===== config.mk =====
export PLATFORM = sky130hd
export DESIGN_NAME = key_wakeup_release
export DESIGN_NICKNAME = d
export VERILOG_FILES = /design/src/shared/kwu_pkg.sv /design/src/core/key_wakeup_release.sv /design/src/core/kwu_sync.sv
export SDC_FILE = /design/constraint.sdc
export NUM_CORES = 1
export LEC_CHECK = 0
export BUFFER_PORTS_ARGS = -buffer_cell sky130_fd_sc_hd__buf_2
export CAP_MARGIN = 20
export CORE_MARGIN = 2
export CORE_UTILIZATION = 35
export DETAILED_ROUTE_END_ITERATION = 16
export PLACE_DENSITY_LB_ADDON = 0.3
export SLEW_MARGIN = 20
export SYNTH_ARGS = -nofsm -noshare
export SYNTH_HDL_FRONTEND = slang
export SYNTH_SLANG_ARGS = --single-unit

===== constraint.sdc =====
create_clock -name core_clk_i -period 2.69 [get_ports core_clk_i]
set_input_delay 0.269 -clock core_clk_i [delete_from_list [all_inputs] [get_ports core_clk_i]]
set_output_delay 0.269 -clock core_clk_i [all_outputs]
set_load 0.005 [all_outputs]

===== src/shared/kwu_pkg.sv =====
// Summary of operation
// - Bits 7..4 of key wake enable gate key wake inputs five..two.
// - Key wake enable is write only, resets to zero, low nibble undefined.
// - Level release mode leaves standby on low of any enabled key input.
// - Primary pin releases on high in level mode, rising edge in edge mode.
// - Release condition at entry aborts standby and starts warm-up at once.
// - Primary pin has no enable; its release function is always active.
// - Key wake detector uses its own input path, apart from port input.
// - Writing the standby setting into system control one enters standby.
package kwu_pkg;
  localparam logic [11:0] key_wake_enable_addr    = 12'hf9a;
  localparam logic [11:0] system_control_one_addr = 12'hf9b;
  localparam int          enable_lsb              = 4;
  localparam logic [3:0]  enable_reset            = 4'h0;
  localparam int          sc1_stop_bit            = 7;
  localparam int          sc1_relm_bit            = 6;
  localparam logic        relm_reset              = 1'b0;
  localparam int          warmup_ns               = 1000;
  localparam int          clk_period_ns           = 100;
  localparam int          warmup_cycles           = (warmup_ns + clk_period_ns - 1) / clk_period_ns;

  typedef enum logic [1:0] {
    st_run,
    st_standby,
    st_warmup
  } power_state_t;

  typedef struct packed {
    logic [11:0] addr;
    logic [7:0]  wdata;
    logic        wr;
    logic        rd;
  } reg_req_t;
endpackage : kwu_pkg


===== src/core/key_wakeup_release.sv =====
module key_wakeup_release (
  // Clock, reset, enable
  input  wire logic              core_clk_i,
  input  wire logic              nrst_i,
  input  wire logic              ce_i,
  // Register port
  input  wire kwu_pkg::reg_req_t reg_req_i,
  output logic             [7:0] rdata_o,
  // Release pins
  input  wire logic              primary_release_i,
  input  wire logic        [3:0] key_wake_input_i,
  // Power state
  output logic                   standby_o,
  output logic                   warmup_o,
  output logic                   release_req_o
);
  logic [3:0]            enable;
  logic                  relm;
  kwu_pkg::power_state_t state;
  logic [7:0]            wcount;
  logic                  prim_prev;
  logic [7:0]            rdata;
  logic [3:0]            next_enable;
  logic                  next_relm;
  kwu_pkg::power_state_t next_state;
  logic [7:0]            next_wcount;
  logic                  next_prim_prev;
  logic [7:0]            next_rdata;
  logic [4:0]            pins_sync;
  logic                  prim;
  logic [3:0]            keys;
  logic                  key_low;
  logic                  prim_cond;
  logic                  release_req;
  logic                  entry_write;
  logic [7:0]            warm_age;
  logic [7:0]            next_warm_age;

  // Dedicated detector path for release inputs
  kwu_sync u_sync (
    .core_clk_i (core_clk_i),
    .nrst_i     (nrst_i),
    .ce_i       (ce_i),
    .raw_i      ({key_wake_input_i, primary_release_i}),
    .sync_o     (pins_sync)
  );

  assign prim = pins_sync[0];
  assign keys = pins_sync[4:1];

  // Keys only release standby in level mode
  assign key_low     = relm && (|(enable & ~keys));
  // Primary pin always active, no enable
  assign prim_cond   = relm ? prim : (prim && !prim_prev);
  assign release_req = prim_cond || key_low;

  assign entry_write = reg_req_i.wr && (reg_req_i.addr == kwu_pkg::system_control_one_addr);

  // Register file
  always_comb begin
    next_enable = enable;
    next_relm   = relm;
    next_rdata  = 8'h00;
    if (reg_req_i.wr && reg_req_i.addr == kwu_pkg::key_wake_enable_addr) begin
      next_enable = reg_req_i.wdata[kwu_pkg::enable_lsb +: 4];
    end
    if (entry_write) begin
      next_relm = reg_req_i.wdata[kwu_pkg::sc1_relm_bit];
    end
    // Enable register is write only and reads zero
    if (reg_req_i.rd && reg_req_i.addr == kwu_pkg::system_control_one_addr) begin
      next_rdata[kwu_pkg::sc1_relm_bit] = relm;
      next_rdata[1:0] = {state == kwu_pkg::st_warmup, state == kwu_pkg::st_standby};
    end
  end

  // Power state machine
  always_comb begin
    next_state     = state;
    next_wcount    = wcount;
    next_prim_prev = prim;
    // Assertion helper: age of the current warm-up
    next_warm_age  = (state == kwu_pkg::st_warmup) ? (warm_age + 8'h01) : 8'h00;
    unique case (state)
      kwu_pkg::st_run: begin
        if (entry_write && reg_req_i.wdata[kwu_pkg::sc1_stop_bit]) begin
          // Level already at release: abort into warm-up
          if (prim || (|(enable & ~keys))) begin
            next_state  = kwu_pkg::st_warmup;
            next_wcount = 8'h00;
          end else begin
            next_state = kwu_pkg::st_standby;
          end
        end
      end
      kwu_pkg::st_standby: begin
        if (release_req) begin
          next_state  = kwu_pkg::st_warmup;
          next_wcount = 8'h00;
        end
      end
      kwu_pkg::st_warmup: begin
        next_wcount = wcount + 8'h01;
        if (wcount == 8'(kwu_pkg::warmup_cycles - 1)) begin
          next_state = kwu_pkg::st_run;
        end
      end
    endcase
  end

  always_ff @(posedge core_clk_i or negedge nrst_i) begin
    if (!nrst_i) begin
      enable    <= kwu_pkg::enable_reset;
      relm      <= kwu_pkg::relm_reset;
      state     <= kwu_pkg::st_run;
      wcount    <= 8'h00;
      prim_prev <= 1'b0;
      rdata     <= 8'h00;
      warm_age  <= 8'h00;
    end else if (ce_i) begin
      enable    <= next_enable;
      relm      <= next_relm;
      state     <= next_state;
      wcount    <= next_wcount;
      prim_prev <= next_prim_prev;
      rdata     <= next_rdata;
      warm_age  <= next_warm_age;
    end
  end

  assign rdata_o       = rdata;
  assign standby_o     = (state == kwu_pkg::st_standby);
  assign warmup_o      = (state == kwu_pkg::st_warmup);
  assign release_req_o = release_req;

  a_key_level_wake : assert property (@(posedge core_clk_i) disable iff (!nrst_i)
    (ce_i && standby_o && relm && |(enable & ~keys)) |=> warmup_o)
    else $error("enabled low key did not wake");

  a_edge_ignores_keys : assert property (@(posedge core_clk_i) disable iff (!nrst_i)
    (ce_i && standby_o && !relm && !(prim && !prim_prev)) |=> standby_o)
    else $error("edge mode woke without rising edge");

  a_abort_entry : assert property (@(posedge core_clk_i) disable iff (!nrst_i)
    (ce_i && state == kwu_pkg::st_run && entry_write && reg_req_i.wdata[kwu_pkg::sc1_stop_bit]
     && prim) |=> warmup_o)
    else $error("entry not aborted");

  a_key_abort : assert property (@(posedge core_clk_i) disable iff (!nrst_i)
    (ce_i && state == kwu_pkg::st_run && entry_write && reg_req_i.wdata[kwu_pkg::sc1_stop_bit]
     && |(enable & ~keys)) |=> warmup_o)
    else $error("entry with enabled low key not aborted");

  a_warmup_holds : assert property (@(posedge core_clk_i) disable iff (!nrst_i)
    (ce_i && warmup_o && warm_age < 8'(kwu_pkg::warmup_cycles - 1)) |=> warmup_o)
    else $error("warm-up ended early");

  a_warmup_ends : assert property (@(posedge core_clk_i) disable iff (!nrst_i)
    (ce_i && warmup_o && warm_age == 8'(kwu_pkg::warmup_cycles - 1)) |=> !warmup_o)
    else $error("warm-up ran too long");

  a_enable_reset : assert property (@(posedge core_clk_i)
    $rose(nrst_i) |-> enable == kwu_pkg::enable_reset)
    else $error("enable not cleared by reset");
endmodule : key_wakeup_release


===== src/core/kwu_sync.sv =====
module kwu_sync (
  // Clock and reset
  input  wire logic       core_clk_i,
  input  wire logic       nrst_i,
  input  wire logic       ce_i,
  // Raw and synchronised levels
  input  wire logic [4:0] raw_i,
  output logic      [4:0] sync_o
);
  logic [4:0] stage1;
  logic [4:0] stage2;
  logic [4:0] next_stage1;
  logic [4:0] next_stage2;

  // Idle pin levels: primary low, keys high
  always_comb begin
    next_stage1 = stage1;
    next_stage2 = stage2;
    if (ce_i) begin
      next_stage1 = raw_i;
      next_stage2 = stage1;
    end
  end

  always_ff @(posedge core_clk_i or negedge nrst_i) begin
    if (!nrst_i) begin
      stage1 <= 5'h1e;
      stage2 <= 5'h1e;
    end else begin
      stage1 <= next_stage1;
      stage2 <= next_stage2;
    end
  end

  assign sync_o = stage2;
endmodule : kwu_sync


### Word level (Yosys, flattened, before mapping)

Index checks and enable logic that the tools add are counted.

* flip-flop bits (word level): 29
* bits of input ports: 30
* output and inout port bits: 11
* word-level logic and storage cells: 47

* add/subtract/negate cells: 1
* eq/ne operators: 9
* multiplexer cells: 12
* bitwise logic cells: 2
* reduce and logical (&&, ||, !) cells: 15

Operators by type and width (count)
* $eq 12x12->1 const B: 2
* $mux 8: 3
* $pmux 8 s3: 1
* $mux 2: 5
* $add 8x1->8 const B: 1
* $eq 8x4->1 const B: 1
* $reduce_and 4->1: 2
* $logic_and 1x1->1: 6
* $pmux 2 s3: 1
* $and 4x4->4: 1
* $ne 2x1->1 const B: 2
* $ne 2x2->1 const B: 2
* $not 4->4: 1
* $reduce_and 2->1: 2
* $reduce_or 4->1: 1
* $eq 2x1->1 const B: 1
* $eq 2x2->1 const B: 1
* $logic_not 2->1: 1
* $logic_or 1x1->1: 2
* $mux 1: 2
* $logic_not 1->1: 1

### Logic depth before layout (Yosys ltp)

Gate-level depths: netlist of the first run.

* depth in word-level cells: 7
* depth in mapped cells: 8
* mapped depth without buffers: 7

### By module

A second synthesis of the first run with hierarchy kept.

* cell total of the unflattened synthesis: 140
* area total of the unflattened synthesis: 1604.0 sq um

By module, submodules not included
* key_wakeup_release: times used 1, cells an instance 119, area each 1182.4 sq um, seq. area each 475.5 sq um
* kwu_sync: times used 1, cells an instance 21, area each 421.7 sq um, seq. area each 260.2 sq um

### Worst setup path before layout of the first run

Ideal clock, no wire load.

* path type: flip-flop to flip-flop
* start point: reg u_sync.stage2[1], in the netlist u_sync.sync_o[1]
* end point: reg wcount[0]
* library setup time: 125 ps
* arrival: 1844 ps
* data required time: 2565 ps
* path slack: 721 ps
* cell stages (with the launch flop): 7
* path buffers: 1
* clock period less this slack: 1969 ps
* cell sequence: dfstp_2 -> inv_1 -> a222oi_1 -> a31oi_2 -> o21a_1 -> buf_6 -> mux2_4

* longest elaborated chain between the ends: 7
* elaborated cells between the ends (all ways): 9
* classes of those cells: eq/ne (2); bitwise (2); reduce/logical (5)

Ends and longest elaborated chain
* from (decl): RTL line kwu_sync.sv:11 `logic [4:0] stage2;`
* from (signal assigned): RTL line kwu_sync.sv:31 `stage2 <= next_stage2;`
* $not 4->4 (*): RTL line key_wakeup_release.sv:52, key_wakeup_release.sv:88
* $and 4x4->4 (*): RTL line key_wakeup_release.sv:52, key_wakeup_release.sv:88
* $reduce_or 4->1 (*): RTL line key_wakeup_release.sv:52, key_wakeup_release.sv:88
* $logic_and 1x1->1: RTL line key_wakeup_release.sv:52 `assign key_low = relm && (|(enable & ~keys));`
* $logic_or 1x1->1: RTL line key_wakeup_release.sv:55 `assign release_req = prim_cond || key_low;`
* $ne 2x1->1 (no source line)
* $reduce_and 4->1 (no source line) (*)
* to (signal assigned): RTL line key_wakeup_release.sv:124 `wcount <= next_wcount;`
* to (decl): RTL line key_wakeup_release.sv:20 `logic [7:0] wcount;`

Every way passes the cells marked *; elsewhere a longest branch is shown, timed or not.
A chain may end at the register's enable or synchronous reset.

### Final worst setup path of the first run

Ends and elaborated chain as after synthesis.

==> results of run 1 <==
[state kept, by name, indices dropped and copies added (netlist names)]
| signal | count |
|---|---|
| enable | 4 |
| prim_prev | 1 |
| rdata_o | 3 |
| relm | 1 |
| state | 2 |
| u_sync.stage1 | 5 |
| u_sync.sync_o | 5 |
| wcount | 8 |
[per-layer routing]
layer	track usage	routed length, um
met1	0.175	1390
met2	0.202	1400
met3	0.0442	164
met4	0.0692	34
met5	0	0
[power groups by stage]
stage | sequential (mW) | clock (mW) | combinational (mW)
2_1_floorplan | 0.605 | 0 | 0.338
3_3_place_gp | 0.628 | 0 | 0.415
3_5_place_dp | 0.629 | 0 | 0.422
4_1_cts | 0.621 | 0.493 | 0.423
5_1_grt | 0.638 | 0.511 | 0.478
6_report | 0.620 | 0.470 | 0.416
[through the flow]
stage,utilization,area [sq um],power [mW],hold slack [ns],std cells
after floorplan,-,1580,0.943,-0.0266,152
after global placement,0.402,1740,1.04,0.333,226
after detailed placement,0.402,1740,1.05,0.346,226
after CTS,0.430,1860,1.54,0.0350,234
after global routing,0.430,1860,1.63,0.0653,234
final,0.430,1860,1.51,0.0111,234
[cells in the final DEF, fill, tap and decap left out, types with 2 or more instances in the layout]
cell type                  Yosys  layout
sky130_fd_sc_hd__ha_1          5       5
sky130_fd_sc_hd__mux2i_1       3       3
sky130_fd_sc_hd__clkbuf_8      0       6
sky130_fd_sc_hd__nor3_1        2       2
sky130_fd_sc_hd__nand4_1       2       2
sky130_fd_sc_hd__mux2_2       14      14
sky130_fd_sc_hd__o211ai_1     12      12
sky130_fd_sc_hd__o21a_1        2       2
sky130_fd_sc_hd__o21ai_0       6       6
sky130_fd_sc_hd__nand3b_1      2       2
sky130_fd_sc_hd__conb_1        1       5
sky130_fd_sc_hd__inv_1        18      18
sky130_fd_sc_hd__nand3_1       6       6
sky130_fd_sc_hd__dfstp_2       8       8
sky130_fd_sc_hd__dfrtp_1      21      21
sky130_fd_sc_hd__and3_1        5       5
sky130_fd_sc_hd__o221ai_1      2       2
sky130_fd_sc_hd__nor2_1        2       2
sky130_fd_sc_hd__nand2_1      11      11
sky130_fd_sc_hd__buf_2         1      31
sky130_fd_sc_hd__nor2b_1       2       2
sky130_fd_sc_hd__nor3b_1       2       2
[cells in the mapped netlist (all sizes together), types with 2 or more instances]
library cell,instances,area share
o21a,2,0.0096
dfstp,8,0.13
nor2,2,0.0048
and3,5,0.020
o211ai,12,0.058
buf,7,0.034
o221ai,2,0.011
clkbuf,2,0.0048
nand2,11,0.026
nor3b,2,0.0096
nand3b,2,0.0096
dfrtp,21,0.34
nor2b,2,0.0080
inv,18,0.043
nor3,2,0.0064
mux2i,3,0.019
ha,5,0.040
o21ai,6,0.019
nand3,6,0.019
nand4,2,0.0080
mux2,15,0.11
[layout make-up]
| class | count | area, sq um |
|---|---|---|
| clock buffers | 6 | 82.6 |
| clock inverters | 2 | 37.5 |
| fillers | 449 | 2460 |
| inverters | 18 | 67.6 |
| multi-input cells | 96 | 717 |
| flip-flops and latches | 29 | 736 |
| well taps | 52 | 65.1 |
| repair buffers | 31 | 155 |
[final timing paths]
path / from / to / cells after the start
setup / recovery: u_sync.sync_o[1] / wcount[0] / 5
hold / removal: nrst_i / state[0] / 1
setup reg to reg: u_sync.sync_o[1] / wcount[0] / 5
hold reg to reg: u_sync.stage1[3] / u_sync.sync_o[3] / 2
max in group asynchronous: nrst_i / wcount[1] / 1
min in group core_clk_i: reg_req_i[7] / enable[1] / 2
[worst reg2reg max path: stages (launching register included)]
cell and delay (ns):
sky130_fd_sc_hd__dfstp_2 0.51, sky130_fd_sc_hd__inv_1 0.04, sky130_fd_sc_hd__a222oi_1 0.61, sky130_fd_sc_hd__a31oi_2 0.30
sky130_fd_sc_hd__o21a_1 0.29, sky130_fd_sc_hd__mux2_4 0.33
[cells by family after synthesis]
group,count (synthesis),synth area share
flops,29,0.470
fa+ha+maj,5,0.0399
buf+inv,27,0.0823
simple gates,40,0.144
compound gates,28,0.133
other cells,1,0.00239
mux,18,0.129
==> impl_metrics.ini, run 1 <==
[route]
drt_iter0_markers = 115
detailedRoute.firstPassIterationCount = 4
vias = 1160
ant_nets = 0
detail_route.wl_per_cell_um = 12.8
drc_viols = 0
routed_wl_um = 2990
per_cell_via_count_in_the_routed_design = 4.96

[placed_design]
gp_congestion = 0.747
detailedPlacementHpwl_um = 2210
io_buffers = 31
preCtsSetupSlack_ns = 0.469

[power_and_ir_drop]
max-vdd-ir-drop_mv = 0.470
share_comb_of_total_power = 0.276
power_density_nw_per_um2 = 810
internal_mw = 1.03
power.net_switching_uw = 476
power.switching_fraction = 0.316
power_frac_clock = 0.312
static-leakage-power_nw = 0.856
seq_power_share = 0.412

[worst_setup_path]
cpLargestDelayFamily = compound AO/OA/AOI/OAI gates
r2r_slack_ns = 0.49
worstPathBufferInverterCount = 1
worst_path_max_delay_cell = sky130_fd_sc_hd__a222oi_1
end_kind = register
cp_data_required_time_ns = 2.86
worstPathArrival_ns = 2.36
slowest_delay_ns = 0.61
crit_path_max_fanout = 8
crit_chain = inv_1 -> a222oi_1 -> a31oi_2 -> o21a_1 -> mux2_4
worstSetupStartpointType = register
critical_path_class = reg -> reg

[clock_network]
cts_repair_resize_count = 0
h_tree_level_count = 2
cts_root_buffer = sky130_fd_sc_hd__clkbuf_8
clock_sink_count = 29
clk_transition_reported_paths_ns = 0.06
tritoncts = done
cts_buffer_depth = 2
post_cts_hold_buffers = 0
cts.repair_timing.setup_buffer_count = 0
clk_latency_ns = 0.28
tritoncts.num_buffers = 5

[timing]
final-hold-violation-count = 0
slew_headroom = 0.568
layout_setup_ws_ns = 0.494
fin_crit_ns = 2.20
drv_slew = 0
setup_total_negative_slack_ns = 0
finalSetupViolCount = 0
f_max_mhz = 455
fin_worst_skew_ns = 0.00331
setup_repair_after_global_routing_missed_its_margin = false
worst_pin_slew_ns = 0.649
final.period_utilization = 0.817

[floorplanning]
pin_count = 41
floorplan.initialDensity = 0.362
design.die.area_sq_um = 5030
chipWidth_um = 70.9
fp.coreArea_sq_um = 4320
num_rows = 24
chipHeight_um = 70.9

[synth]
gate_count_post_synth = 148
synth_seq_area_share = 0.470
synthesis.area_sq_um = 1570
ys_dominant_reg_cell = sky130_fd_sc_hd__dfrtp_1
syn_avg_cell_area_sq_um = 10.6
ys_warn_count = 0
postSynthRegisterBits = 29
synthDistinctLibCells = 37
synth_edf_count = 0
ys_async_sr_fraction = 1.00

[worst_hold_path]
hold_path_class = in -> async

[final_layout]
antennaDiodeCount = 0
final_net_count = 216
area_delta_synth_final_pct = 18.8
drive_above_1_share = 0.352

[status]
outcome = finished clean

[grt]
grt_usage = 0.135
via_count_of_the_first_global_routing_pass = 1171
grt_pass1_wl_um = 5260
grt_start_max_net_pins = 30
global_route.overflow_total = 0
grt_antenna_before_repair = 0

[job]
maxCapViolCount = 0
No activity file was read; power rests on OpenSTA's default activity.
==> run 2, diff against run 1 <==
--- a/config.mk
+++ b/config.mk
@@ -5,6 +5,7 @@
 export SDC_FILE = /design/constraint.sdc
 export NUM_CORES = 1
 export LEC_CHECK = 0
+export ABC_AREA = 1
 export BUFFER_PORTS_ARGS = -buffer_cell sky130_fd_sc_hd__buf_2
 export CAP_MARGIN = 20
 export CORE_MARGIN = 2
==> constraint.sdc (replaced) <==
create_clock -name core_clk_i -period 2.1 [get_ports core_clk_i]
set_input_delay 0.21 -clock core_clk_i [delete_from_list [all_inputs] [get_ports core_clk_i]]
set_output_delay 0.21 -clock core_clk_i [all_outputs]
set_load 0.005 [all_outputs]
==> run 2 against run 1 <==
Hold slack gained 0.11 ns. Power grew 14%. Sequential power grew 4.4%. First-iteration DRC count shrank 44%. Critical path type is now reg -> out. Highest routed layer unchanged.
==> impl_metrics.ini, run 2 <==
[status]
outcome = finished clean

[timing]
final.period_utilization = 0.754
worst_pin_slew_ns = 0.643
setup_repair_after_global_routing_missed_its_margin = false
fin_crit_ns = 1.58
setup_total_negative_slack_ns = 0
f_max_mhz = 631
final-hold-violation-count = 0
fin_worst_skew_ns = 0.00455
finalSetupViolCount = 0
slew_headroom = 0.571
drv_slew = 0

[clock_network]
h_tree_level_count = 2
post_cts_hold_buffers = 1
cts_buffer_depth = 2
clock_sink_count = 29
tritoncts.num_buffers = 5
clk_transition_reported_paths_ns = 0.06
tritoncts = done
clk_latency_ns = 0.28
cts.repair_timing.setup_buffer_count = 0
cts_root_buffer = sky130_fd_sc_hd__clkbuf_8
cts_repair_resize_count = 0

[floorplanning]
chipWidth_um = 72.2
chipHeight_um = 72.2
fp.coreArea_sq_um = 4410
design.die.area_sq_um = 5220
pin_count = 41
floorplan.initialDensity = 0.369
num_rows = 24

[placed_design]
detailedPlacementHpwl_um = 2330
placedCellCount = 290
gp_congestion = 0.775
io_buffers = 31
post_dp_cell_area_sq_um = 1810

[final_layout]
post-route-util = 0.443
most-common-layout-cells = sky130_fd_sc_hd__nand2_1, sky130_fd_sc_hd__buf_2, sky130_fd_sc_hd__inv_1, sky130_fd_sc_hd__dfrtp_1, sky130_fd_sc_hd__nand3_1
final_cells = 299
antennaDiodeCount = 0
regMostFlops = wcount
drive_above_1_share = 0.251
fin_area_sq_um = 1950
area_delta_synth_final_pct = 20.0
final_net_count = 281
largest_register_ff_count = 8
mostFrequentLayoutCell = sky130_fd_sc_hd__nand2_1

[synth]
synth_mux_area_frac = 0.0276
ranking_of_synthesized_cells_by_area = sky130_fd_sc_hd__dfrtp_1, sky130_fd_sc_hd__nand2_1, sky130_fd_sc_hd__dfstp_2
synth_top_cell_area_share = 0.323
yosys.area_share.simple = 0.306
synthDistinctLibCells = 26
gate_count_post_synth = 211
synthDominantAreaCellType = sky130_fd_sc_hd__dfrtp_1
postSynthRegisterBits = 29
synth-compound-area-share = 0.0768
synth_seq_area_share = 0.452
synthTopCellsByCount = sky130_fd_sc_hd__nand2_1, sky130_fd_sc_hd__inv_1, sky130_fd_sc_hd__dfrtp_1, sky130_fd_sc_hd__nand3_1, sky130_fd_sc_hd__nor2_1
adder_and_majority_cell_fraction_of_the_synthesized_area = 0.0384
synth_edf_count = 0
ys_async_sr_fraction = 1.00
yosysMostFrequentCell = sky130_fd_sc_hd__nand2_1
ys_dominant_reg_cell = sky130_fd_sc_hd__dfrtp_1
synthesis.area_sq_um = 1630
synthXorXnorAreaFrac = 0
syn_avg_cell_area_sq_um = 7.72
ys_warn_count = 0
synth_top_family_by_area = simple AND/OR/NAND/NOR gates

[power_and_ir_drop]
power.net_switching_uw = 488
static-leakage-power_nw = 1.05
power_density_nw_per_um2 = 876
share_comb_of_total_power = 0.224
max-vdd-ir-drop_mv = 0.501
power.switching_fraction = 0.285
power_frac_clock = 0.398
internal_mw = 1.22
seq_power_share = 0.378

[worst_setup_path]
worstPathArrival_ns = 1.37
worstPathBufferInverterCount = 4
cpLargestDelayFamily = flip-flops
slowest_delay_ns = 0.52
end_kind = primary output
cp_data_required_time_ns = 1.89
crit_chain = inv_1 -> nand2_1 -> inv_1 -> nor2_1 -> nand2_2 -> nand2_2 -> inv_1 -> buf_2
critical_path_class = reg -> out
worst-r2r-cell-count = 8
crit-reg2reg-launch = state[0]
critPathLaunch = u_sync.sync_o[2]
worstSetupStartpointType = register
crit_path_frequent_cell = sky130_fd_sc_hd__inv_1
r2r_slack_ns = 0.62
crit_path_max_fanout = 3
worst_path_max_delay_cell = sky130_fd_sc_hd__dfstp_2
rr_endpoint = state[0]

[route]
detail_route.wl_per_cell_um = 10.4
per_cell_via_count_in_the_routed_design = 4.51
drc_viols = 0
drt_iter0_markers = 64
routed_wl_um = 3120
ant_nets = 0
detailedRoute.firstPassIterationCount = 4
vias = 1348

[worst_hold_path]
hold-path-cell-count = 3
hold_path_class = in -> reg
min_from = key_wake_input_i[2]
hold_path_end = u_sync.stage1[3]

[grt]
grt_usage = 0.133
grt_pass1_wl_um = 5420
grt_start_max_net_pins = 30
via_count_of_the_first_global_routing_pass = 1291
grt_antenna_before_repair = 0
global_route.overflow_total = 0

[job]
maxCapViolCount = 0
run 2: changes by cell type after synthesis, moves of 7 or more:
cell                       before  now
sky130_fd_sc_hd__nor2_1         2   15
sky130_fd_sc_hd__nand2_1       11   72
sky130_fd_sc_hd__mux2_2        14    4
sky130_fd_sc_hd__o211ai_1      12    0
sky130_fd_sc_hd__inv_1         18   25
sky130_fd_sc_hd__nand3_1        6   19
run 2: kinds of logic after synthesis:
logic type                 after synthesis
buffers and inverters                   35
AOI/OAI and AO/OA                       20
and+or+nand+nor                        117
adders and majority gates                5
muxes                                    4
other                                    1
DFF                                     29
run 2: power groups by stage:
stage | clock (mW) | combinational (mW) | sequential [mW]
2_1_floorplan | 0 | 0.295 | 0.650
3_3_place_gp | 0 | 0.390 | 0.656
3_5_place_dp | 0 | 0.391 | 0.657
4_1_cts | 0.703 | 0.393 | 0.648
5_1_grt | 0.724 | 0.447 | 0.655
6_report | 0.682 | 0.384 | 0.647
run 2: area by class of cell:
cell class	count	area, sq um
clock buffers	5	68.8
repair buffers	33	173
fillers	448	2460
flip-flops and latches	29	736
clock inverters	3	65.1
well taps	52	65.1
inverters	26	97.6
multi-input cells	151	749
run 2: how the worst max path moves through the flow:
stage | to | slack (ns) | cells after the start
finish | release_req_o | 0.52 | 8
global route | release_req_o | 0.40 | 8
CTS | release_req_o | 0.49 | 8
detailed placement | state[0] | 0.61 | 8
global placement | state[0] | 0.60 | 8
floorplan | state[0] | 0.79 | 8
run 2: through the flow:
step | setup slack (ns) | power [mW] | hold WS [ns]
2_1_floorplan | 0.793 | 0.944 | -0.0856
3_3_place_gp | 0.597 | 1.05 | 0.277
3_5_place_dp | 0.610 | 1.05 | 0.274
4_1_cts | 0.491 | 1.74 | 0.116
5_1_grt | 0.397 | 1.82 | 0.127
6_report | 0.516 | 1.71 | 0.126
run 2: worst reg2reg max path, delay by kind of cell, from the launching register on:
kind | cells | cell delay [ns]
AND/OR/NAND/NOR | 4 | 0.30
adder cells (fa/ha/maj) | 1 | 0.30
AO/OA/AOI/OAI | 1 | 0.19
buffers and inverters | 2 | 0.22
flip-flops | 1 | 0.38
run 2: routing by layer:
layer | global-route usage | vias up | wire (um)
met5 | 0 | - | 0
met1 | 0.152 | 606 | 1370
met4 | 0.0440 | 0 | 34
met2 | 0.242 | 19 | 1620
li1 | - | 718 | -
met3 | 0.0333 | 5 | 97
